File: src/shared/twsl_pkg.sv
// constants and types of the two-wire slave with lockable user memory
// assumes a single 100 MHz clock domain for all users of the package
package twsl_pkg;

  localparam int unsigned TWSL_CLK_HZ = 100_000_000;
  localparam int unsigned TWSL_LOCKOUT_MS = 500;
  localparam int unsigned TWSL_LOCKOUT_CYCLES = TWSL_LOCKOUT_MS * (TWSL_CLK_HZ / 1000);

  // device select bits high, mid, low
  localparam logic [2:0] TWSL_SELECT = 3'h3;

  localparam logic [7:0] TWSL_CTRL_ADDR = 8'h00;
  localparam logic [7:0] TWSL_USER_BASE = 8'h0C;
  localparam logic [7:0] TWSL_USER_END = 8'h16;
  localparam int unsigned TWSL_USER_BYTES = 10;
  localparam logic [7:0] TWSL_LOCK_ADDR = 8'h1F;
  localparam logic [7:0] TWSL_LOCK_CMD = 8'hAA;
  localparam int unsigned TWSL_LOCK_BIT = 4;
  localparam logic [7:0] TWSL_MEM_RESET = 8'h00;

  localparam logic [2:0] TWSL_SYNC_RESET = 3'h3;
  localparam int unsigned TWSL_FIFO_DEPTH = 32;
  localparam int unsigned TWSL_FIFO_WIDTH = 16;

  typedef enum logic [2:0] {
    TWSL_IDLE,
    TWSL_ADDR,
    TWSL_REG,
    TWSL_WDATA,
    TWSL_RDATA,
    TWSL_IGNORE
  } twsl_state_t;

endpackage : twsl_pkg
File: src/hw/twsl_fifo.sv
// first-in first-out buffer with valid/ready on both sides
// assumes one clock and a synchronous active-high reset
`timescale 1ns/1ps
module twsl_fifo #(
  parameter int unsigned WIDTH = 16,
  parameter int unsigned DEPTH = 32
) (
  input wire logic ref_clk,
  input wire logic reset,
  input wire logic in_valid,
  output logic in_ready,
  input wire logic [WIDTH-1:0] in_data,
  output logic out_valid,
  input wire logic out_ready,
  output logic [WIDTH-1:0] out_data
);
  localparam int unsigned AW = $clog2(DEPTH);

  logic [WIDTH-1:0] mem_r [DEPTH];
  logic [AW:0] wr_r, wr_nxt, rd_r, rd_nxt;
  logic push, pop, full, empty;

  always_comb begin
    full = (wr_r[AW] != rd_r[AW]) && (wr_r[AW-1:0] == rd_r[AW-1:0]);
    empty = (wr_r == rd_r);
    in_ready = !full;
    out_valid = !empty;
    push = in_valid && !full;
    pop = out_ready && !empty;
    wr_nxt = push ? wr_r + 1'b1 : wr_r;
    rd_nxt = pop ? rd_r + 1'b1 : rd_r;
    out_data = mem_r[rd_r[AW-1:0]];
  end

  always_ff @(posedge ref_clk) begin
    if (reset) begin
      wr_r <= '0;
      rd_r <= '0;
    end else begin
      wr_r <= wr_nxt;
      rd_r <= rd_nxt;
    end
    if (push) begin
      mem_r[wr_r[AW-1:0]] <= in_data;
    end
  end

endmodule : twsl_fifo

File: src/hw/twsl_slave.sv
// two-wire bus slave with ten-byte user memory and a one-way write lock
// assumes scl, sda and event come from pins and are asynchronous to ref_clk
`timescale 1ns/1ps
module twsl_slave import twsl_pkg::*; #(
  parameter logic [3:0] TYPE_CODE = 4'h5, // arbitrary value
  parameter int unsigned LOCKOUT_CYCLES = TWSL_LOCKOUT_CYCLES,
  parameter int unsigned FIFO_DEPTH = TWSL_FIFO_DEPTH
) (
  input wire logic ref_clk,
  input wire logic reset,
  input wire logic scl_in,
  input wire logic sda_in,
  output logic sda_out,
  output logic sda_oe,
  input wire logic event_in,
  output logic user_memory_lock_flag
);

  function automatic logic is_user(input logic [7:0] a);
    return (a >= TWSL_USER_BASE) && (a < TWSL_USER_END);
  endfunction : is_user

  function automatic logic [3:0] user_idx(input logic [7:0] a);
    logic [7:0] d;
    d = a - TWSL_USER_BASE;
    return d[3:0];
  endfunction : user_idx

  // pin synchronisers, then one more stage for edge finding
  logic [2:0] sync1_r, sync2_r, prev_r;
  logic scl_s, sda_s, ev_s, scl_p, sda_p, ev_p;
  logic scl_rise, scl_fall, start_c, stop_c, ev_fall;

  always_ff @(posedge ref_clk) begin
    if (reset) begin
      sync1_r <= TWSL_SYNC_RESET;
      sync2_r <= TWSL_SYNC_RESET;
      prev_r <= TWSL_SYNC_RESET;
    end else begin
      sync1_r <= {event_in, sda_in, scl_in};
      sync2_r <= sync1_r;
      prev_r <= sync2_r;
    end
  end

  always_comb begin
    scl_s = sync2_r[0];
    sda_s = sync2_r[1];
    ev_s = sync2_r[2];
    scl_p = prev_r[0];
    sda_p = prev_r[1];
    ev_p = prev_r[2];
    scl_rise = scl_s && !scl_p;
    scl_fall = !scl_s && scl_p;
    start_c = scl_s && scl_p && sda_p && !sda_s;
    stop_c = scl_s && scl_p && !sda_p && sda_s;
    ev_fall = ev_p && !ev_s;
  end

  // bus state machine
  twsl_state_t state_r, state_nxt;
  logic [3:0] cnt_r, cnt_nxt;
  logic [7:0] shift_r, shift_nxt, tx_r, tx_nxt, ptr_r, ptr_nxt, rx_byte, rd_byte;
  logic ack_r, ack_nxt, oe_r, oe_nxt;
  logic fifo_in_valid, fifo_in_ready, fifo_out_valid, fifo_out_ready;
  logic [15:0] fifo_in_data, fifo_out_data;
  logic [7:0] mem_r [TWSL_USER_BYTES];
  logic [7:0] mem_nxt [TWSL_USER_BYTES];
  logic lock_r, lock_nxt, armed_r, armed_nxt, mem_we, pop;
  logic [31:0] lock_cnt_r, lock_cnt_nxt;

  always_comb begin
    if (is_user(ptr_r)) begin
      rd_byte = mem_r[user_idx(ptr_r)];
    end else if (ptr_r == TWSL_CTRL_ADDR) begin
      rd_byte = 8'h00;
      rd_byte[TWSL_LOCK_BIT] = lock_r;
    end else begin
      rd_byte = 8'h00;
    end
  end

  always_comb begin
    state_nxt = state_r;
    cnt_nxt = cnt_r;
    shift_nxt = shift_r;
    tx_nxt = tx_r;
    ptr_nxt = ptr_r;
    ack_nxt = ack_r;
    oe_nxt = oe_r;
    fifo_in_valid = 1'b0;
    rx_byte = {shift_r[6:0], sda_s};
    fifo_in_data = {ptr_r, rx_byte};
    if (ev_s) begin
      state_nxt = TWSL_IDLE;
      oe_nxt = 1'b0;
    end else if (start_c) begin
      state_nxt = TWSL_ADDR;
      cnt_nxt = 4'h0;
      oe_nxt = 1'b0;
    end else if (stop_c) begin
      state_nxt = TWSL_IDLE;
      oe_nxt = 1'b0;
    end else if (scl_rise) begin
      if (cnt_r < 4'h8) begin
        cnt_nxt = cnt_r + 4'h1;
      end
      if (state_r inside {TWSL_ADDR, TWSL_REG, TWSL_WDATA} && cnt_r < 4'h8) begin
        shift_nxt = rx_byte;
        if (cnt_r == 4'h7) begin
          unique case (state_r)
            TWSL_ADDR: ack_nxt = (rx_byte[7:1] == {TYPE_CODE, TWSL_SELECT});
            TWSL_REG: begin
              ack_nxt = 1'b1;
              ptr_nxt = rx_byte;
            end
            default: begin
              ack_nxt = fifo_in_ready;
              fifo_in_valid = fifo_in_ready;
              if (fifo_in_ready) begin
                ptr_nxt = ptr_r + 8'h01;
              end
            end
          endcase
        end
      end
      if (state_r == TWSL_RDATA && cnt_r == 4'h9) begin
        ack_nxt = !sda_s;
      end
    end else if (scl_fall && state_r != TWSL_IDLE && state_r != TWSL_IGNORE) begin
      if (cnt_r == 4'h8) begin
        cnt_nxt = 4'h9;
        oe_nxt = (state_r != TWSL_RDATA) && ack_r;
      end else if (cnt_r == 4'h9) begin
        cnt_nxt = 4'h0;
        oe_nxt = 1'b0;
        unique case (state_r)
          TWSL_ADDR: begin
            if (!ack_r) begin
              state_nxt = TWSL_IGNORE;
            end else if (shift_r[0]) begin
              state_nxt = TWSL_RDATA;
              tx_nxt = rd_byte;
              oe_nxt = !rd_byte[7];
              ptr_nxt = ptr_r + 8'h01;
            end else begin
              state_nxt = TWSL_REG;
            end
          end
          TWSL_REG: state_nxt = TWSL_WDATA;
          TWSL_WDATA: state_nxt = TWSL_WDATA;
          default: begin
            if (ack_r) begin
              tx_nxt = rd_byte;
              oe_nxt = !rd_byte[7];
              ptr_nxt = ptr_r + 8'h01;
            end else begin
              state_nxt = TWSL_IGNORE;
            end
          end
        endcase
      end else if (state_r == TWSL_RDATA && cnt_r != 4'h0) begin
        tx_nxt = {tx_r[6:0], 1'b0};
        oe_nxt = !tx_r[6];
      end
    end
  end

  always_ff @(posedge ref_clk) begin
    if (reset) begin
      state_r <= TWSL_IDLE;
      cnt_r <= 4'h0;
      shift_r <= 8'h00;
      tx_r <= 8'h00;
      ptr_r <= 8'h00;
      ack_r <= 1'b0;
      oe_r <= 1'b0;
    end else begin
      state_r <= state_nxt;
      cnt_r <= cnt_nxt;
      shift_r <= shift_nxt;
      tx_r <= tx_nxt;
      ptr_r <= ptr_nxt;
      ack_r <= ack_nxt;
      oe_r <= oe_nxt;
    end
  end

  // open drain: only ever pulls low
  assign sda_out = 1'b0;
  assign sda_oe = oe_r;
  assign user_memory_lock_flag = lock_r;

  twsl_fifo #(
    .WIDTH(TWSL_FIFO_WIDTH),
    .DEPTH(FIFO_DEPTH)
  ) u_fifo (
    .ref_clk(ref_clk),
    .reset(reset),
    .in_valid(fifo_in_valid),
    .in_ready(fifo_in_ready),
    .in_data(fifo_in_data),
    .out_valid(fifo_out_valid),
    .out_ready(fifo_out_ready),
    .out_data(fifo_out_data)
  );

  // nonvolatile side: lockout timer, queued writes, lock flag
  always_comb begin
    lock_cnt_nxt = lock_cnt_r;
    if (ev_fall) begin
      lock_cnt_nxt = 32'(LOCKOUT_CYCLES);
    end else if (lock_cnt_r != 32'h0) begin
      lock_cnt_nxt = lock_cnt_r - 32'h1;
    end
    fifo_out_ready = !ev_s && !ev_fall && lock_cnt_r == 32'h0;
    pop = fifo_out_valid && fifo_out_ready;
    mem_we = pop && is_user(fifo_out_data[15:8]) && !lock_r;
    mem_nxt = mem_r;
    if (mem_we) begin
      mem_nxt[user_idx(fifo_out_data[15:8])] = fifo_out_data[7:0];
    end
    lock_nxt = lock_r;
    armed_nxt = armed_r;
    if (pop) begin
      if (fifo_out_data[15:8] == TWSL_LOCK_ADDR && fifo_out_data[7:0] == TWSL_LOCK_CMD) begin
        armed_nxt = 1'b1;
        lock_nxt = lock_r || armed_r;
      end else begin
        armed_nxt = 1'b0;
      end
    end
  end

  always_ff @(posedge ref_clk) begin
    if (reset) begin
      lock_cnt_r <= 32'h0;
      lock_r <= 1'b0;
      armed_r <= 1'b0;
      for (int i = 0; i < TWSL_USER_BYTES; i++) begin
        mem_r[i] <= TWSL_MEM_RESET;
      end
    end else begin
      lock_cnt_r <= lock_cnt_nxt;
      lock_r <= lock_nxt;
      armed_r <= armed_nxt;
      mem_r <= mem_nxt;
    end
  end
endmodule : twsl_slave

File: config.mk
export PLATFORM = sky130hd
export DESIGN_NAME = twsl_slave
export DESIGN_NICKNAME = d
export VERILOG_FILES = /design/src/shared/twsl_pkg.sv /design/src/hw/twsl_fifo.sv /design/src/hw/twsl_slave.sv
export SDC_FILE = /design/constraint.sdc
export NUM_CORES = 1
export LEC_CHECK = 0
export ABC_CLOCK_PERIOD_IN_PS = 4500
export BUFFER_PORTS_ARGS = -buffer_cell sky130_fd_sc_hd__buf_4
export CORE_UTILIZATION = 31
export CTS_BUF_LIST = sky130_fd_sc_hd__clkbuf_8
export DETAILED_ROUTE_END_ITERATION = 8
export GPL_ROUTABILITY_DRIVEN = 0
export GPL_TIMING_DRIVEN = 1
export MAX_ROUTING_LAYER = met4
export PLACE_DENSITY = 0.52
export SYNTH_ARGS = -nofsm -noshare
export SYNTH_HDL_FRONTEND = slang
export SYNTH_HIERARCHICAL = 1
export SYNTH_SLANG_ARGS = --single-unit
File: constraint.sdc
create_clock -name ref_clk -period 4.5 [get_ports ref_clk]
set_input_delay 0.45 -clock ref_clk [delete_from_list [all_inputs] [get_ports ref_clk]]
set_output_delay 0.45 -clock ref_clk [all_outputs]
set_load 0.02 [all_outputs]
## Word-level counts from Yosys, hierarchy flattened

Memory sizes are Yosys's and may differ from the RTL's. A register that Yosys moved wholly into a read port is not among the register bits.
Cells that the tools add are included.

| operators by class | value |
|---|---|
| reductions and logical operators | 69 |
| magnitude comparators | 8 |
| equality and inequality tests | 32 |
| bitwise gates (word level) | 7 |
| muxes and demuxes | 68 |
| $add $sub $neg | 7 |

Operators with widths:

| operator | count |
|---|---|
| two-way mux 8 bit | 14 |
| bitwise mux 80 bit | 1 |
| two-way mux 26 bit | 2 |
| two-way mux 7 bit | 5 |
| binary-select mux 8 bit (select 4 bit) | 1 |
| demux 8 bit (select 4 bit) | 1 |
| zero test 32 bit | 1 |
| case mux 8 bit (2 select lines) | 2 |
| nonzero test 32 bit | 1 |
| subtractor 32 x 1 -> 32 bit (second input constant) | 1 |
| two-way mux 4 bit | 7 |
| logical AND 1 bit | 25 |
| two-way mux 1 bit | 25 |
| AND reduction 5 bit | 4 |
| nonzero test 3 bit | 6 |
| greater-or-equal comparator 8 x 4 -> 1 bit (second input constant) | 2 |
| less-than comparator 8 x 5 -> 1 bit (second input constant) | 2 |
| two-way mux 5 bit | 3 |
| != test 3 bit (second input constant) | 5 |
| != test 2 bit (second input constant) | 7 |
| case mux 7 bit (2 select lines) | 1 |
| AND reduction 14 bit | 1 |
| nonzero test 2 bit | 7 |
| adder 6 x 1 -> 6 bit (second input constant) | 2 |
| other kinds (36) | 65 |

| word-level totals | value |
|---|---|
| memories | 1 |
| bits in writable memories | 512 |
| bits of input ports | 5 |
| bits in registers | 166 |

Memory list:

| memory | depth | bits a word | read ports | clocked after Yosys merged registers in | write ports | line | source |
|---|---|---|---|---|---|---|---|
| u_fifo.mem_r | 32 | 16 | 1 | 1 | 1 | twsl_fifo.sv:19 | `logic [WIDTH-1:0] mem_r [DEPTH];` |

## Longest topological paths before layout

| depth | value |
|---|---|
| word-level depth | 13 |
| mapped depth | 15 |

## By module

Netlist, hierarchy kept.

Modules (own cells, without submodules):

| module | area each (um2) | times used | cells each |
|---|---|---|---|
| twsl_fifo | 20835.0 | 1 | 1210 |
| twsl_slave | 8005.2 | 1 | 945 |

## Worst setup path before layout

No wires, ideal clock.

| timing path | value |
|---|---|
| path kind | register to register |
| start point | reg with a tool-made name |
| end point | reg mem_r[24] (netlist name) |
| period minus slack after synthesis | 3208 ps |
| stages on the path, launching flop included | 16 |
| arrival time | 3138 ps |
| buffers on the path | 6 |
| library setup time | 70 ps |
| setup slack | 1292 ps |
| cell sequence | dfxtp_1 > buf_2 > buf_6 > buf_4 > buf_4 > mux2i_1 > nand2_1 > a31oi_1 > nand3_1 > or3_1 > or3_1 > buf_2 > buf_6 > nor3_1 > nand3_1 > a21oi_1 |

RTL lines:

| element | line | source |
|---|---|---|
| end signal: assignment | twsl_slave.sv:247 | `mem_r <= mem_nxt;` |
| end: declaration | twsl_slave.sv:67 | `logic [7:0] mem_r [TWSL_USER_BYTES];` |

==> impl_metrics.env <==
export IMPL_outcome="completed"
export IMPL_clkSinkCount=683
export IMPL_clk_latency_ns=0.75
export IMPL_max_freq_ghz=0.238
export IMPL_syn_num_nets=2174
export IMPL_ir_worst_vdd_mv=0.344
export IMPL_ctsHtreeMaxLevel=3
export IMPL_hold_end="u_fifo/wr_r[1]"
export IMPL_rsz0062_at_grt="no"
export IMPL_antenna_found_initial=2
export IMPL_drt_iter0_drc=1412
export IMPL_synthArstFlopShare_pct=0
export IMPL_ant_nets=0
export IMPL_clkTransAtPathRegs_ns=0.06
export IMPL_r2r_end="mem_r[61]"
export IMPL_total_leakage_power_nw=10.1
export IMPL_dr_pass1_iters=5
export IMPL_hold_path_cell_count=2
export IMPL_nets=2240
export IMPL_total_power_w=0.0136
export IMPL_worstHoldStart="reset"
export IMPL_ys_warn_count=6
export IMPL_yosys_top_cells_area="edfxtp_1 53%, dfxtp_1 12%, mux2i_1 9.7%"
export IMPL_synthFlopType="edfxtp_1"
export IMPL_synth_edf_count=512
export IMPL_overflow=0
export IMPL_die_y_um=307
export IMPL_postSynthCellCount=2155
export IMPL_drive_gt1_share_pct=14.3
export IMPL_end_kind="flip-flop"
export IMPL_fin_crit_sh_pct=93.4
export IMPL_die_x_um=307
export IMPL_path_max_fanout=23
export IMPL_cp_required_ns=5.15
export IMPL_critPathSlowestCell="nor3_1"
export IMPL_drv_cap=0
export IMPL_yosysSeqAreaShare_pct=65.2
export IMPL_yosysTopAreaCellShare_pct=53.3
export IMPL_startpoint_type="flip-flop"
export IMPL_fp_coreArea_um2=91900
export IMPL_hold_violations=0
export IMPL_grt_use_total_pct=16.8
export IMPL_dp_hpwl_um=47800
export IMPL_worst_slew_pin_slew_ns=1.07
export IMPL_tns_ns=0
export IMPL_worst_slew_margin_rel_pct=28.1
export IMPL_grt_pass1_vias=18200
export IMPL_syn_to_final_growth_pct=13.8
export IMPL_post_route_min_period_ns=4.20
export IMPL_ys_top_cells_by_count="512 x edfxtp_1, 280 x mux2i_1, 171 x dfxtp_1"
export IMPL_critPathTopFamily="simple AND/OR/NAND/NOR gates"
export IMPL_wire_per_inst_um=21.8
export IMPL_synth_area_um2=28800
export IMPL_crit_chain="and2_2 -> buf_4 -> a22o_1 -> nor3_1 -> a31oi_1 -> nand3_1 -> a21oi_1 -> mux2i_1 -> buf_4 -> nor3_1 -> nand3_1 -> a21oi_1"
export IMPL_finalMaxSlewViolations=0
export IMPL_std_cell_rows=111
export IMPL_floorplan_initialDensity_pct=31.4
export IMPL_synth_area_per_cell_um2=13.4
export IMPL_yosysMostFrequentCell="edfxtp_1"
export IMPL_die_area_um2=94300
export IMPL_drt_vias_per_instance=5.16
export IMPL_drt_wl_total_um=77500
export IMPL_drc=0
export IMPL_cp_arrival_ns=4.85
export IMPL_max_stage_delay_ns=0.69
export IMPL_yosys_area_top_type="edfxtp_1"
export IMPL_path_class="reg2reg"
export IMPL_clock_path_buffers=3
export IMPL_vias=18400
export IMPL_netlist_cell_type_count=86
export IMPL_skew_ns=0.0544
export IMPL_numCtsBuffers=111
export IMPL_root_buffer="clkbuf_8"
export IMPL_setup_violations=0
export IMPL_power_density_nw_per_um2=414
export IMPL_cts_tree="done"
export IMPL_reg2reg_slack_ns=0.30
export IMPL_hold_path_class="in2reg"
export IMPL_port_buffers=6
export IMPL_io_pins=8
export IMPL_worst_path_buf_inv=2
export IMPL_yosys_register_bits=683
export IMPL_grt_first_pass_wirelength_um=116000
export IMPL_r2r_worst_path_cells=12
export IMPL_grt_max_degree=86
==> state kept, by name, summed over array words and instances (netlist names), named ones only <==
register	count
u_fifo/wr_r	6
armed_r	1
state_r	3
tx_r	7
cnt_r	4
sync1_r	3
ack_r	1
prev_r	3
ptr_r	8
mem_r	80
u_fifo/rd_r	6
sda_oe	1
sync2_r	3
user_memory_lock_flag	1
u_fifo/mem_r	512
shift_r	7
lock_cnt_r	32
==> routing by layer <==
layer	global-route usage (%)	up-vias	wire length (um)
met5	-	-	0
met4	4.66	0	1620
met3	2.89	114	3670
met2	26.9	491	37400
met1	22.0	9270	34900
li1	-	8483	-
==> worst max path at each step <==
stage,start,end,slack [ns],cells after the start
2_1_floorplan,flip-flop,mem_r[24],1.29,15
3_5_place_dp,flip-flop,mem_r[24],0.40,12
5_1_grt,flip-flop,mem_r[57],0.08,12
6_report,flip-flop,mem_r[61],0.30,12
3_3_place_gp,flip-flop,mem_r[33],0.53,10
4_1_cts,flip-flop,mem_r[24],0.39,12
==> kinds of logic after synthesis <==
kind of cell / Yosys count / synth area share, %
xor gates and xnor gates: 26 / 0.816
buffers and inverters: 179 / 2.99
other: 1 / 0.0130
DFF: 683 / 65.2
and+or+nand+nor: 492 / 9.20
adders and majority gates: 14 / 0.607
AOI/OAI and AO/OA: 456 / 9.99
muxes: 304 / 11.2
==> power breakdown <==
| part | total (W) | internal, W | leakage [nW] | switching (W) |
|---|---|---|---|---|
| registers | 0.00697 | 0.00681 | 6.11 | 0.000161 |
| clock network | 0.00527 | 0.00275 | 1.24 | 0.00252 |
| logic | 0.00135 | 0.000457 | 2.76 | 0.000896 |
==> what timing repair did <==
item	in CTS	in global routing
endpoints found under the setup margin	0	5
hold buffers	3	0
gates resized for setup	0	1
hold endpoints to repair	3	0
buffers inserted	0	0
==> cells in the final DEF (no fill, tap or decap), types with 17 or more instances in the layout <==
master and instances:
a21oi_1 152, a22o_1 32, a22oi_1 67, a31oi_1 32
buf_4 98, clkbuf_8 126, clkinv_2 19, dfxtp_1 166
edfxtp_1 512, inv_1 51, mux2i_1 280, nand2_1 74
nand3_1 121, nand4_1 23, nor2_1 89, nor3_1 36
o21ai_1 84, o31ai_1 17, or3_1 24, or4_1 19
==> worst register-to-register path: cells and delay by family (launching register included) <==
| family | cells | cell delay (ns) |
|---|---|---|
| AOI/OAI and AO/OA | 4 | 1.15 |
| buffers and inverters | 2 | 0.55 |
| DFF | 1 | 0.46 |
| muxes | 1 | 0.11 |
| and+or+nand+nor | 5 | 1.88 |
==> area by class of cell <==
cell class	count	area, um2
fill	9011	59100
sequential	683	18800
multi-input combinational	1293	9210
clock buffer	126	1730
tap	1243	1560
timing repair buffer	111	966
clock inverter	76	445
inverter	21	78.8
antenna	3	7.51
==> per-stage QoR <==
stage	worst slack, ns	util (%)	hold slack [ns]	instance area, um2	cells
finish	0.298	35.7	0.289	32800	3556
global route	0.0751	35.7	0.262	32800	3554
CTS	0.385	35.7	0.236	32800	3553
detailed placement	0.398	33.3	0.403	30600	3348
global placement	0.529	33.3	0.407	30600	3348
floorplan	1.29	-	0.389	28800	2155
Power figures use the tool's default switching activity.
